$ cat src/shared/wtp_pkg.sv
package wtp_pkg;

  // System clock rate and default oscillator rate
  localparam int MCLK_KHZ = 200000;
  localparam int OSC_KHZ_DEF = 4000;
  // Oscillator window in which the PLL doubles
  localparam int PLL_MIN_KHZ = 2000;
  localparam int PLL_MAX_KHZ = 4000;

  // Prescaler chain and timeout arithmetic
  localparam int PRESC_W = 14;
  localparam int DLY_W = 22;
  localparam logic [21:0] PRESC_PERIODS = 22'h004000;
  localparam logic [21:0] MIN_BASE_ADD = 22'h000080;
  localparam logic [21:0] SEG_ADD = 22'h0000c0;
  localparam int SEG_SHIFT = 6;
  localparam logic [13:0] PHASE_MAX = 14'h3fff;
  localparam int SLOW_TAP = 4;
  localparam int HALT_TAP = 11;

  // Timebase constant pair
  typedef struct packed {
    logic [5:0] msb;
    logic [5:0] lsb;
  } wtp_tb_const_t;

  localparam wtp_tb_const_t TB_2MS = '{msb: 6'h04, lsb: 6'h3b};
  localparam wtp_tb_const_t TB_4MS = '{msb: 6'h08, lsb: 6'h35};
  localparam wtp_tb_const_t TB_10MS = '{msb: 6'h14, lsb: 6'h23};
  localparam wtp_tb_const_t TB_25MS = '{msb: 6'h31, lsb: 6'h36};

  // Register offsets
  localparam logic [7:0] REG_WDG_CTRL = 8'h00;
  localparam logic [7:0] REG_MCC = 8'h01;
  localparam logic [7:0] REG_STATUS = 8'h02;
  localparam logic [7:0] REG_TICKS = 8'h03;

  // Field positions
  localparam int CTRL_EN_BIT = 7;
  localparam int STAT_ARMED_BIT = 0;
  localparam int STAT_RSTF_BIT = 1;
  localparam int STAT_PLL_BIT = 2;

  // Reset values
  localparam logic [5:0] RELOAD_RST = 6'h3f;
  localparam logic [1:0] TB_RST = 2'h0;

  // Length of the outgoing reset pulse in mclk cycles
  localparam int RST_PULSE_DEF = 16;

endpackage

$ cat src/design/wtp_watchdog.sv
`timescale 1ns/100ps


module wtp_watchdog
  import wtp_pkg::*;
#(
  parameter int OSC_KHZ = OSC_KHZ_DEF,
  parameter int RST_PULSE = RST_PULSE_DEF
)
(
  input wire logic mclk,                 // System clock, 200 MHz
  input wire logic resetn,               // Synchronous reset, active low
  input wire logic [7:0] addr,           // Register address
  input wire logic [7:0] wdata,          // Register write data
  input wire logic wr,                   // Write strobe
  input wire logic rd,                   // Read strobe
  output logic [7:0] rdata,              // Read data, cycle after rd
  input wire logic pll_option,           // Nonvolatile PLL option pin
  output logic sys_reset_n,              // System reset request, active low
  output logic pll_active,               // PLL engaged
  output logic slow_tick,                // Slow-mode prescaler pulse
  output logic halt_tick                 // Active-halt prescaler pulse
);

  // Source divider ratios in mclk cycles per source period
  localparam int DIV_ON = MCLK_KHZ / (2 * OSC_KHZ);
  localparam int DIV_OFF = (2 * MCLK_KHZ) / OSC_KHZ;
  localparam bit PLL_OK = (OSC_KHZ >= PLL_MIN_KHZ) && (OSC_KHZ <= PLL_MAX_KHZ);
  localparam logic [15:0] DIV_ON_M1 = 16'(DIV_ON - 1);
  localparam logic [15:0] DIV_OFF_M1 = 16'(DIV_OFF - 1);
  localparam logic [7:0] RST_PULSE_M1 = 8'(RST_PULSE - 1);

  // Timebase code to constant pair
  function automatic wtp_tb_const_t tb_lookup(input logic [1:0] sel);
    wtp_tb_const_t c;
    c = TB_2MS;
    unique case (sel)
      2'h0: c = TB_2MS;
      2'h1: c = TB_4MS;
      2'h2: c = TB_10MS;
      2'h3: c = TB_25MS;
    endcase
    return c;
  endfunction

  // Timeout bound in source periods, minimum or maximum
  function automatic logic [DLY_W-1:0] tmo_bound(input logic [5:0] cnt, input wtp_tb_const_t c,
                                                 input logic is_max);
    logic [5:0] q;
    logic [7:0] k;
    logic short_cnt;
    logic [DLY_W-1:0] base;
    logic [DLY_W-1:0] seg;
    logic [DLY_W-1:0] part;
    q = c.msb >> 2;
    k = {cnt, 2'b00} / {2'b00, c.msb};
    short_cnt = is_max ? (cnt <= q) : (cnt < q);
    if (is_max)
      base = PRESC_PERIODS;
    else
      base = (DLY_W'(c.lsb) + MIN_BASE_ADD) << SEG_SHIFT;
    part = (SEG_ADD + DLY_W'(c.lsb)) << SEG_SHIFT;
    if (short_cnt)
      seg = DLY_W'(cnt) << PRESC_W;
    else
      seg = ((DLY_W'(cnt) - DLY_W'(k)) << PRESC_W) + DLY_W'(part * DLY_W'(k));
    return base + seg;
  endfunction

  // Option pin synchroniser and strap capture
  logic opt_s1_ff;
  logic opt_s2_ff;
  logic opt_s3_ff;
  logic [1:0] fill_ff;
  logic opt_done_ff;
  logic pll_on_ff;

  // Source clock enable divider
  logic [15:0] div_ff;
  logic src_tick_ff;
  logic [15:0] div_lim;

  // Prescaler taps
  logic [PRESC_W-1:0] phase;
  logic wdg_tick;

  // Control state
  logic [5:0] reload_count_ff;
  logic [1:0] timebase_select_ff;
  logic armed_ff;
  logic rst_flag_ff;
  logic [DLY_W-1:0] remain_ff;
  logic [6:0] ticks_ff;
  logic [7:0] pulse_ff;
  logic sys_reset_n_ff;
  logic [7:0] rdata_ff;
  logic pll_active_ff;

  // Timeout evaluation
  wtp_tb_const_t tbc;
  logic [DLY_W-1:0] dmin;
  logic [DLY_W-1:0] dmax;
  logic [DLY_W+PRESC_W-1:0] spread;
  logic [DLY_W-1:0] nxt_remain;
  logic ctrl_wr;
  logic load;
  logic expire;

  // Three-stage sample of the option pin; fill count marks when all stages hold real pin samples
  always_ff @(posedge mclk)
  begin
    if (!resetn)
    begin
      opt_s1_ff <= 1'b0;
      opt_s2_ff <= 1'b0;
      opt_s3_ff <= 1'b0;
      fill_ff <= 2'h0;
    end
    else
    begin
      opt_s1_ff <= pll_option;
      opt_s2_ff <= opt_s1_ff;
      opt_s3_ff <= opt_s2_ff;
      if (fill_ff != 2'h3)
        fill_ff <= fill_ff + 2'h1;
    end
  end

  // Option is caught once after reset, then frozen
  always_ff @(posedge mclk)
  begin
    if (!resetn)
    begin
      opt_done_ff <= 1'b0;
      pll_on_ff <= 1'b0;
    end
    else if (!opt_done_ff && (fill_ff == 2'h3) && (opt_s2_ff == opt_s3_ff))
    begin
      opt_done_ff <= 1'b1;
      pll_on_ff <= opt_s3_ff && PLL_OK;
    end
  end

  // PLL doubles the oscillator, bypass halves it
  assign div_lim = pll_on_ff ? DIV_ON_M1 : DIV_OFF_M1;

  // Source period enable pulse
  always_ff @(posedge mclk)
  begin
    if (!resetn)
    begin
      div_ff <= 16'h0000;
      src_tick_ff <= 1'b0;
    end
    else if (div_ff >= div_lim)
    begin
      div_ff <= 16'h0000;
      src_tick_ff <= 1'b1;
    end
    else
    begin
      div_ff <= div_ff + 16'h0001;
      src_tick_ff <= 1'b0;
    end
  end

  // Shared prescaler chain
  wtp_prescaler #(
    .WIDTH(PRESC_W)
  ) u_presc (
    .mclk(mclk),
    .resetn(resetn),
    .src_tick(src_tick_ff),
    .phase(phase),
    .wdg_tick(wdg_tick),
    .slow_tick(slow_tick),
    .halt_tick(halt_tick)
  );

  // Bounds for the pending reload, using the live timebase
  assign ctrl_wr = wr && (addr == REG_WDG_CTRL);
  assign tbc = tb_lookup(timebase_select_ff);
  assign dmin = tmo_bound(ctrl_wr ? wdata[5:0] : reload_count_ff, tbc, 1'b0);
  assign dmax = tmo_bound(ctrl_wr ? wdata[5:0] : reload_count_ff, tbc, 1'b1);

  // Position in the window follows the unknown prescaler phase
  assign spread = (DLY_W+PRESC_W)'(dmax - dmin) * (DLY_W+PRESC_W)'(PHASE_MAX - phase);
  assign nxt_remain = dmin + spread[DLY_W+PRESC_W-1:PRESC_W];

  // Reload on a control write while armed or enabling, and after expiry
  assign load = (ctrl_wr && (armed_ff || wdata[CTRL_EN_BIT])) || expire;
  assign expire = armed_ff && src_tick_ff && (remain_ff == DLY_W'(1)) && !ctrl_wr;

  // Control and timebase registers
  always_ff @(posedge mclk)
  begin
    if (!resetn)
    begin
      reload_count_ff <= RELOAD_RST;
      timebase_select_ff <= TB_RST;
    end
    else if (wr)
    begin
      if (addr == REG_WDG_CTRL)
        reload_count_ff <= wdata[5:0];
      if (addr == REG_MCC)
        timebase_select_ff <= wdata[1:0];
    end
  end

  // Enable is sticky until reset
  always_ff @(posedge mclk)
  begin
    if (!resetn)
      armed_ff <= 1'b0;
    else if (ctrl_wr && wdata[CTRL_EN_BIT])
      armed_ff <= 1'b1;
  end

  // Countdown in source periods
  always_ff @(posedge mclk)
  begin
    if (!resetn)
      remain_ff <= '0;
    else if (load)
      remain_ff <= nxt_remain;
    else if (armed_ff && src_tick_ff)
      remain_ff <= remain_ff - DLY_W'(1);
  end

  // Prescaled periods since the last reload, saturating
  always_ff @(posedge mclk)
  begin
    if (!resetn)
      ticks_ff <= 7'h00;
    else if (load)
      ticks_ff <= 7'h00;
    else if (wdg_tick && (ticks_ff != 7'h7f))
      ticks_ff <= ticks_ff + 7'h01;
  end

  // System reset pulse on expiry
  always_ff @(posedge mclk)
  begin
    if (!resetn)
    begin
      pulse_ff <= 8'h00;
      sys_reset_n_ff <= 1'b1;
    end
    else if (expire)
    begin
      pulse_ff <= RST_PULSE_M1;
      sys_reset_n_ff <= 1'b0;
    end
    else if (pulse_ff != 8'h00)
      pulse_ff <= pulse_ff - 8'h01;
    else
      sys_reset_n_ff <= 1'b1;
  end

  // Sticky expiry flag, write one clears, a new expiry wins
  always_ff @(posedge mclk)
  begin
    if (!resetn)
      rst_flag_ff <= 1'b0;
    else if (expire)
      rst_flag_ff <= 1'b1;
    else if (wr && (addr == REG_STATUS) && wdata[STAT_RSTF_BIT])
      rst_flag_ff <= 1'b0;
  end

  // Read data register, unmapped addresses read zero
  always_ff @(posedge mclk)
  begin
    if (!resetn)
      rdata_ff <= 8'h00;
    else if (rd)
    begin
      unique case (addr)
        REG_WDG_CTRL: rdata_ff <= {armed_ff, 1'b0, reload_count_ff};
        REG_MCC: rdata_ff <= {6'h00, timebase_select_ff};
        REG_STATUS: rdata_ff <= {5'h00, pll_on_ff, rst_flag_ff, armed_ff};
        REG_TICKS: rdata_ff <= {1'b0, ticks_ff};
        default: rdata_ff <= 8'h00;
      endcase
    end
    else
      rdata_ff <= 8'h00;
  end

  // PLL state output
  always_ff @(posedge mclk)
  begin
    if (!resetn)
      pll_active_ff <= 1'b0;
    else
      pll_active_ff <= pll_on_ff;
  end

  assign rdata = rdata_ff;
  assign sys_reset_n = sys_reset_n_ff;
  assign pll_active = pll_active_ff;

endmodule

$ cat src/design/wtp_prescaler.sv
`timescale 1ns/100ps

module wtp_prescaler
  import wtp_pkg::*;
#(
  parameter int WIDTH = PRESC_W
)
(
  input wire logic mclk,                 // System clock
  input wire logic resetn,               // Synchronous reset, active low
  input wire logic src_tick,             // One pulse per source period
  output logic [WIDTH-1:0] phase,        // Free running chain value
  output logic wdg_tick,                 // Pulse at chain wrap
  output logic slow_tick,                // Slow-mode tap pulse
  output logic halt_tick                 // Active-halt tap pulse
);

  logic [WIDTH-1:0] nxt_phase;

  assign nxt_phase = phase + {{(WIDTH-1){1'b0}}, 1'b1};

  // One chain serves watchdog, halt wake-up and slow mode
  always_ff @(posedge mclk)
  begin
    if (!resetn)
      phase <= '0;
    else if (src_tick)
      phase <= nxt_phase;
  end

  // Wrap of the full chain gives the divide by 16384
  always_ff @(posedge mclk)
  begin
    if (!resetn)
      wdg_tick <= 1'b0;
    else
      wdg_tick <= src_tick && (phase == {WIDTH{1'b1}});
  end

  // Rising edges of the lower taps for the other timers
  always_ff @(posedge mclk)
  begin
    if (!resetn)
    begin
      slow_tick <= 1'b0;
      halt_tick <= 1'b0;
    end
    else
    begin
      slow_tick <= src_tick && nxt_phase[SLOW_TAP] && !phase[SLOW_TAP];
      halt_tick <= src_tick && nxt_phase[HALT_TAP] && !phase[HALT_TAP];
    end
  end

endmodule

$ cat config.mk
export PLATFORM = sky130hd
export DESIGN_NAME = wtp_watchdog
export DESIGN_NICKNAME = d
export VERILOG_FILES = /design/src/shared/wtp_pkg.sv /design/src/design/wtp_watchdog.sv /design/src/design/wtp_prescaler.sv
export SDC_FILE = /design/constraint.sdc
export NUM_CORES = 1
export LEC_CHECK = 0
export ABC_AREA = 1
export ABC_CLOCK_PERIOD_IN_PS = 26200
export BUFFER_PORTS_ARGS = -buffer_cell sky130_fd_sc_hd__buf_2
export CORE_ASPECT_RATIO = 1.5
export CORE_MARGIN = 8
export CORE_UTILIZATION = 40
export DETAILED_ROUTE_END_ITERATION = 8
export PLACE_DENSITY = 0.59
export REMOVE_ABC_BUFFERS = 1
export SYNTH_ARGS = -nofsm -noshare
export SYNTH_HDL_FRONTEND = slang
export SYNTH_HIERARCHICAL = 1
export SYNTH_SLANG_ARGS = --single-unit
$ cat constraint.sdc
create_clock -name mclk -period 26.2 [get_ports mclk]
set_input_delay 5.24 -clock mclk [delete_from_list [all_inputs] [get_ports mclk]]
set_output_delay 5.24 -clock mclk [all_outputs]
set_load 0.03 [all_outputs]
======== Word level (Yosys, flattened, before mapping) ========
Cells that the tools add are included.
storage, ports and cells
  register bits ........................... 98
  input port bits ......................... 21
  memories ................................ 0
  bits in latches ......................... 0
  RAM bits ................................ 0
  word-level logic and storage cells ...... 107
  bits in read-only memories .............. 0
  output and inout bits ................... 12
operators by class
  shift-type cells ........................ 0
  multiplexer cells ....................... 15
  bitwise gates (word level) .............. 1
  $add $sub $neg .......................... 15
  $mul .................................... 2
  reductions and logical operators ........ 34
  magnitude comparators ................... 3
  equal/unequal tests ..................... 13
  div/mod/pow operators ................... 1
operators with widths
  kind                                                 count
  two-way mux 22 bit                                   4
  adder 22 bit                                         3
  one-hot mux 12 bit (4 select lines)                  1
  multiplier 23 x 15 -> 36 bit                         1
  one-hot mux 8 bit (4 select lines)                   1
  subtractor 22 x 22 -> 23 bit                         1
  adder 15 x 22 -> 22 bit (first input constant)       1
  == test 22 x 1 -> 1 bit (second input constant)      1
  subtractor 22 x 1 -> 22 bit (second input constant)  1
  adder 16 x 1 -> 16 bit (second input constant)       1
  == test 8 x 2 -> 1 bit (second input constant)       2
  greater-or-equal comparator 16 x 7 -> 1 bit          1
  logical AND 1 bit                                    16
  multiplier 9 x 8 -> 16 bit                           1
  subtractor 14 x 14 -> 15 bit (first input constant)  1
  adder 14 x 1 -> 14 bit (second input constant)       1
  == test 14 bit (second input constant)               1
  adder 6 x 8 -> 9 bit (second input constant)         1
  adder 8 x 6 -> 9 bit (first input constant)          1
  divider 8 x 6 -> 8 bit                               1
  == test 8 x 1 -> 1 bit (second input constant)       1
  logical NOT 8 bit                                    1
  two-way mux 4 bit                                    2
  nonzero test 8 bit                                   1
  other kinds (21)                                     38

======== Logic depth before layout (Yosys ltp) ========
  word-level depth ........................ 12
  depth in mapped cells ................... 142
  depth with buffers taken out ............ 141

======== Hierarchy ========
The synthesis kept the hierarchy.
modules (own cells, without submodules)
  module         times used  cells an instance  area an instance (um^2)  sequential area each (um^2)
  wtp_watchdog   1           2275               17453.0                  1621.6
  wtp_prescaler  1           104                773.2                    340.3

======== Worst setup path after synthesis ========
No wires, ideal clock.
  path type ............................... input port to flip-flop
  start ................................... input addr[5]
  end ..................................... register remain_ff[20]
  path slack .............................. 1.447 ns
  data required time ...................... 26.105 ns
  cell stages on the path ................. 130
  arrival ................................. 24.658 ns
  setup time .............................. 0.095 ns
  cell sequence ........................... nor2_1 -> nand2_2 -> nor2_8 -> nand2_4 -> inv_4 -> or2_1 -> o21ai_2 -> inv_1 -> ha_1 -> nor2_1 -> nand3_4 -> nand2_2 -> nand2_4 -> nand2_4 -> inv_1 -> nand2_1 -> xor2_1 -> inv_1 -> [94 not listed] -> inv_1 -> a21oi_1 -> inv_1 -> nand2_1 -> inv_1 -> nor2_1 -> inv_1 -> a21oi_1 -> o21ai_0 -> nand2_1 -> nand2_1 -> a21o_1 -> nand2_1 -> nand2_1 -> a21oi_1 -> xnor2_1 -> nand2_1 -> a221oi_1
on the way
  cells in the longest elaborated chain, start to end .. 12
  elaborated cells between the ends (all ways) .. 22
ends and longest elaborated chain
  what                                                                            line                                      RTL
  from (decl)                                                                     wtp_watchdog.sv:13                        input wire logic [7:0] addr,
  logical NOT 8 bit (*)                                                           wtp_watchdog.sv:181                       assign ctrl_wr = wr && (addr == REG_WDG_CTRL);
  logical AND 1 bit (*)                                                           wtp_watchdog.sv:181
  two-way mux 6 bit                                                               wtp_watchdog.sv:183, wtp_watchdog.sv:184
  divider 8 x 6 -> 8 bit                                                          wtp_watchdog.sv:56                        k = {cnt, 2'b00} / {2'b00, c.msb};
  multiplier 9 x 8 -> 16 bit / subtractor 6 x 8 -> 8 bit (equally long branches)  wtp_watchdog.sv:66                        seg = ((DLY_W'(cnt) - DLY_W'(k)) << PRESC_W) + DLY_W'(part * DLY_W'(k));
  adder 22 bit                                                                    wtp_watchdog.sv:66
  two-way mux 22 bit                                                              wtp_watchdog.sv:63                        if (short_cnt)
  adder 15 x 22 -> 22 bit / adder 22 bit (equally long branches)                  wtp_watchdog.sv:67                        return base + seg;
  subtractor 22 x 22 -> 23 bit                                                    wtp_watchdog.sv:187                       assign spread = (DLY_W+PRESC_W)'(dmax - dmin) * (DLY_W+PRESC_W)'(PHASE_MAX - phase);
  multiplier 23 x 15 -> 36 bit                                                    wtp_watchdog.sv:187
  adder 22 bit                                                                    wtp_watchdog.sv:188                       assign nxt_remain = dmin + spread[DLY_W+PRESC_W-1:PRESC_W];
  two-way mux 22 bit                                                              wtp_watchdog.sv:225                       else if (load)
  to (signal assigned)                                                            wtp_watchdog.sv:226                       remain_ff <= nxt_remain;
  to (signal assigned)                                                            wtp_watchdog.sv:228                       remain_ff <= remain_ff - DLY_W'(1);
  to (decl)                                                                       wtp_watchdog.sv:92                        logic [DLY_W-1:0] remain_ff;
Every way passes the cells marked *; elsewhere a longest branch is shown, timed or not.
A chain may end at the register's enable or synchronous reset.

======== Worst setup path after layout ========
  start ................................... input addr[2]
  end ..................................... register remain_ff[21]
The elaborated chain is that of the path after synthesis.

==> metrics.md <==
| Metric | Value |
|---|---|
| GR Util All Layers | 18.1% |
| Detailed-route DRC error count | 0 |
| Clock tree root buffer cell | clkbuf_16 |
| Top Layer Used | met4 |
| Critical Path Slowest Stage Cell | fa_1 |
| CTS buffer count | 9 |
| Antenna violations before repair | 0 |
| Sequential-to-total area share from yosys stat | 10.8% |
| FP Rows | 96 |
| Placed inst area | 20600 um2 |
| TritonCTS clock tree | yes |
| Deepest clock path buffer count | 2 |
| Commonest cells in the netlist | 559 x inv_1, 358 x nand2_1, 276 x nor2_1 |
| Synth area leaders | fa_1 29%, ha_1 14%, inv_1 12%, dfxtp_1 11%, nand2_1 7.4% |
| CP Max Fanout | 8 |
| Area Overhead vs Synth | 17.5% |
| Critical path's most frequent cell | nand2_1 |
| Most common cell in the netlist | inv_1 |
| Min cycle time layout | 24960 ps |
| 1st-iter DRT viols | 641 |
| Clk_lat worst skew | 340 ps |
| Final WL | 46.9 mm |
| WL/cell | 14.6 um |
| Worst setup EP type | flop |
| Setup Skew | 8.92 ps |
| Number of setup violations in the final report | 0 |
| Filler Cell Count | 4525 |
| Fin cells | 3219 |
| Number of flops mapped to enable cells by yosys | 0 |
| Placed insts | 3187 |
| Die width | 190 um |
| Initial Util | 40.1% |
| HPWL after DPL | 40.7 mm |
| Ys Warns | 6 |
| Largest net degree at the start of global routing | 55 |
| Hold WC Path Type | flop to flop |
| First-pass GRT wire length | 78.3 mm |
| Slew Viols, Final | 0 |
| Core footprint | 45400 um2 |
| Antenna viol nets, final | 0 |
| Synth Register Bits | 98 |
| # clock sinks | 98 |
| WS Path Type | input pin to flop |
| Port Buffers | 31 |
| Syn avg cell area | 7.66 um2 |
| Total gr overflow | 0 |
| Final Cycle Share | 95.3% |
| Max_cap viols | 0 |
| Post-DR vias/cell | 4.83 |
| Ys async rst share | 0% |
| RD Place Congestion | 0.879 |
| Hold-fix buffers, CTS | 0 |
| Routed length on met3 | 818 um |
| Worst-Margin Slew | 993 ps |
| H-Tree Depth | 3 |
| Post-Syn Instances | 2379 |
| Design area | 21400 um2 |
| Share of layout cells above drive strength 1 | 16.2% |
| Cell area after synthesis | 18200 um2 |
| Hold Violations, Final | 0 |
| Peak Freq | 0.0401 GHz |
| Nets | 3107 |
| DR vias | 15500 |
| Area of the die | 52800 um2 |
| Antenna Cells | 0 |
| Die Y-Extent | 277 um |
| Clk pin slew, worst setup/hold paths | 70 ps |
| Slew headroom | 33.7% |
| Startpoint Class | input pin |
| Max incr delay on CP | 580 ps |
| Main synth FF type | dfxtp_1 |
| Boundary Pins | 33 |
| Cell taking the most area after synthesis | fa_1 |
| Yosys cell types | 57 |
| WP data arrival | 25240 ps |
| Req. time, crit path | 26490 ps |
| First-pass detailed-route iteration total | 5 |
| Fin util | 47.2% |
| Synth top area share | 28.6% |
| Status | finished, final reports clean |
| Vias in the first global route | 16200 |
| Routed length on met1 | 17.7 mm |
| Routed met2 length | 26.5 mm |
## cells in the final DEF, fill, tap and decap left out, drive strengths merged, types with 2 or more instances in the layout
master and count:
a211oi 4, a21o 5, a21oi 112, a221oi 7
a31oi 5, and2 3, buf 247, bufinv 2
clkbuf 11, clkinv 7, conb 30, dfxtp 98
fa 260, ha 199, inv 569, nand2 386
nand3 75, nand3b 7, nand4 18, nor2 286
nor3 21, nor4 9, o211ai 5, o21a 2
o21ai 79, o21bai 13, o221ai 6, o22ai 2
o311ai 3, or2 21, xnor2 51, xor2 79
## final timing paths
kind                            slack [ps]  cells after the start                  start       endpoint
worst max-delay path                  1240                    134                addr[2]  remain_ff[21]
worst min-delay path                   430                      2              opt_s1_ff      opt_s2_ff
worst max register to register        5740                    118  timebase_select_ff[0]  remain_ff[21]
worst min register to register         430                      2              opt_s1_ff      opt_s2_ff
## routing by layer
metal | global-route usage, % | vias to the layer above
met1 | 19.7 | 7559
met2 | 35.9 | 207
met5 | 0 | -
met3 | 1.03 | 77
li1 | - | 7693
met4 | 6.14 | 0
## worst max-delay path, delay by kind of cell
family	cells	cell delay [ps]
buffers and inverters	28	2350
and+or+nand+nor	56	5300
xor gates and xnor gates	9	1720
AOI/OAI and AO/OA	21	2970
adders and majority gates	20	7670
## cells by family after synthesis
family	after synthesis	share of synthesized area, %
xor gates and xnor gates	130	6.29
buffers and inverters	613	12.7
AOI/OAI and AO/OA	250	7.89
DFF	98	10.8
other	2	0.0412
adders and majority gates	459	42.2
and+or+nand+nor	827	20.1
## area by class of cell
cell class	count	area, um2	area share (%)
multi-input cells	1696	14500	67.5
inverters	575	2170	10.1
flip-flops and latches	98	1960	9.16
repair buffers	247	1780	8.31
well taps	588	736	3.43
clock buffers	11	243	1.13
clock inverters	4	76.3	0.356
## state kept, by name, indices dropped and copies added, names as in the netlist, 2 cells and up
name and count:
timebase_select_ff 2, pulse_ff 8, fill_ff 2, remain_ff 22, ticks_ff 7, div_ff 16
rdata 8, reload_count_ff 6, u_presc/phase 14
## timing repair
item	CTS	global route
cloned	0	0
endpoints found under the setup margin	1	11
hold endpoints to repair	0	0
pin swaps	0	47
gates resized for setup	1	106
buffers inserted	0	17
## metrics by stage
stage | TNS, ps | setup WS [ps] | hold slack [ps]
2_1_floorplan | 0 | 1400 | 390
3_3_place_gp | -45.9 | -45.9 | 405
3_5_place_dp | -402 | -282 | 421
4_1_cts | 0 | 23.1 | 442
5_1_grt | -143 | -93.9 | 453
6_report | 0 | 1240 | 432
Power is left out: the tool's default activity adds up to more than one toggle a clock period on the data nets, which glitch-free logic cannot reach.
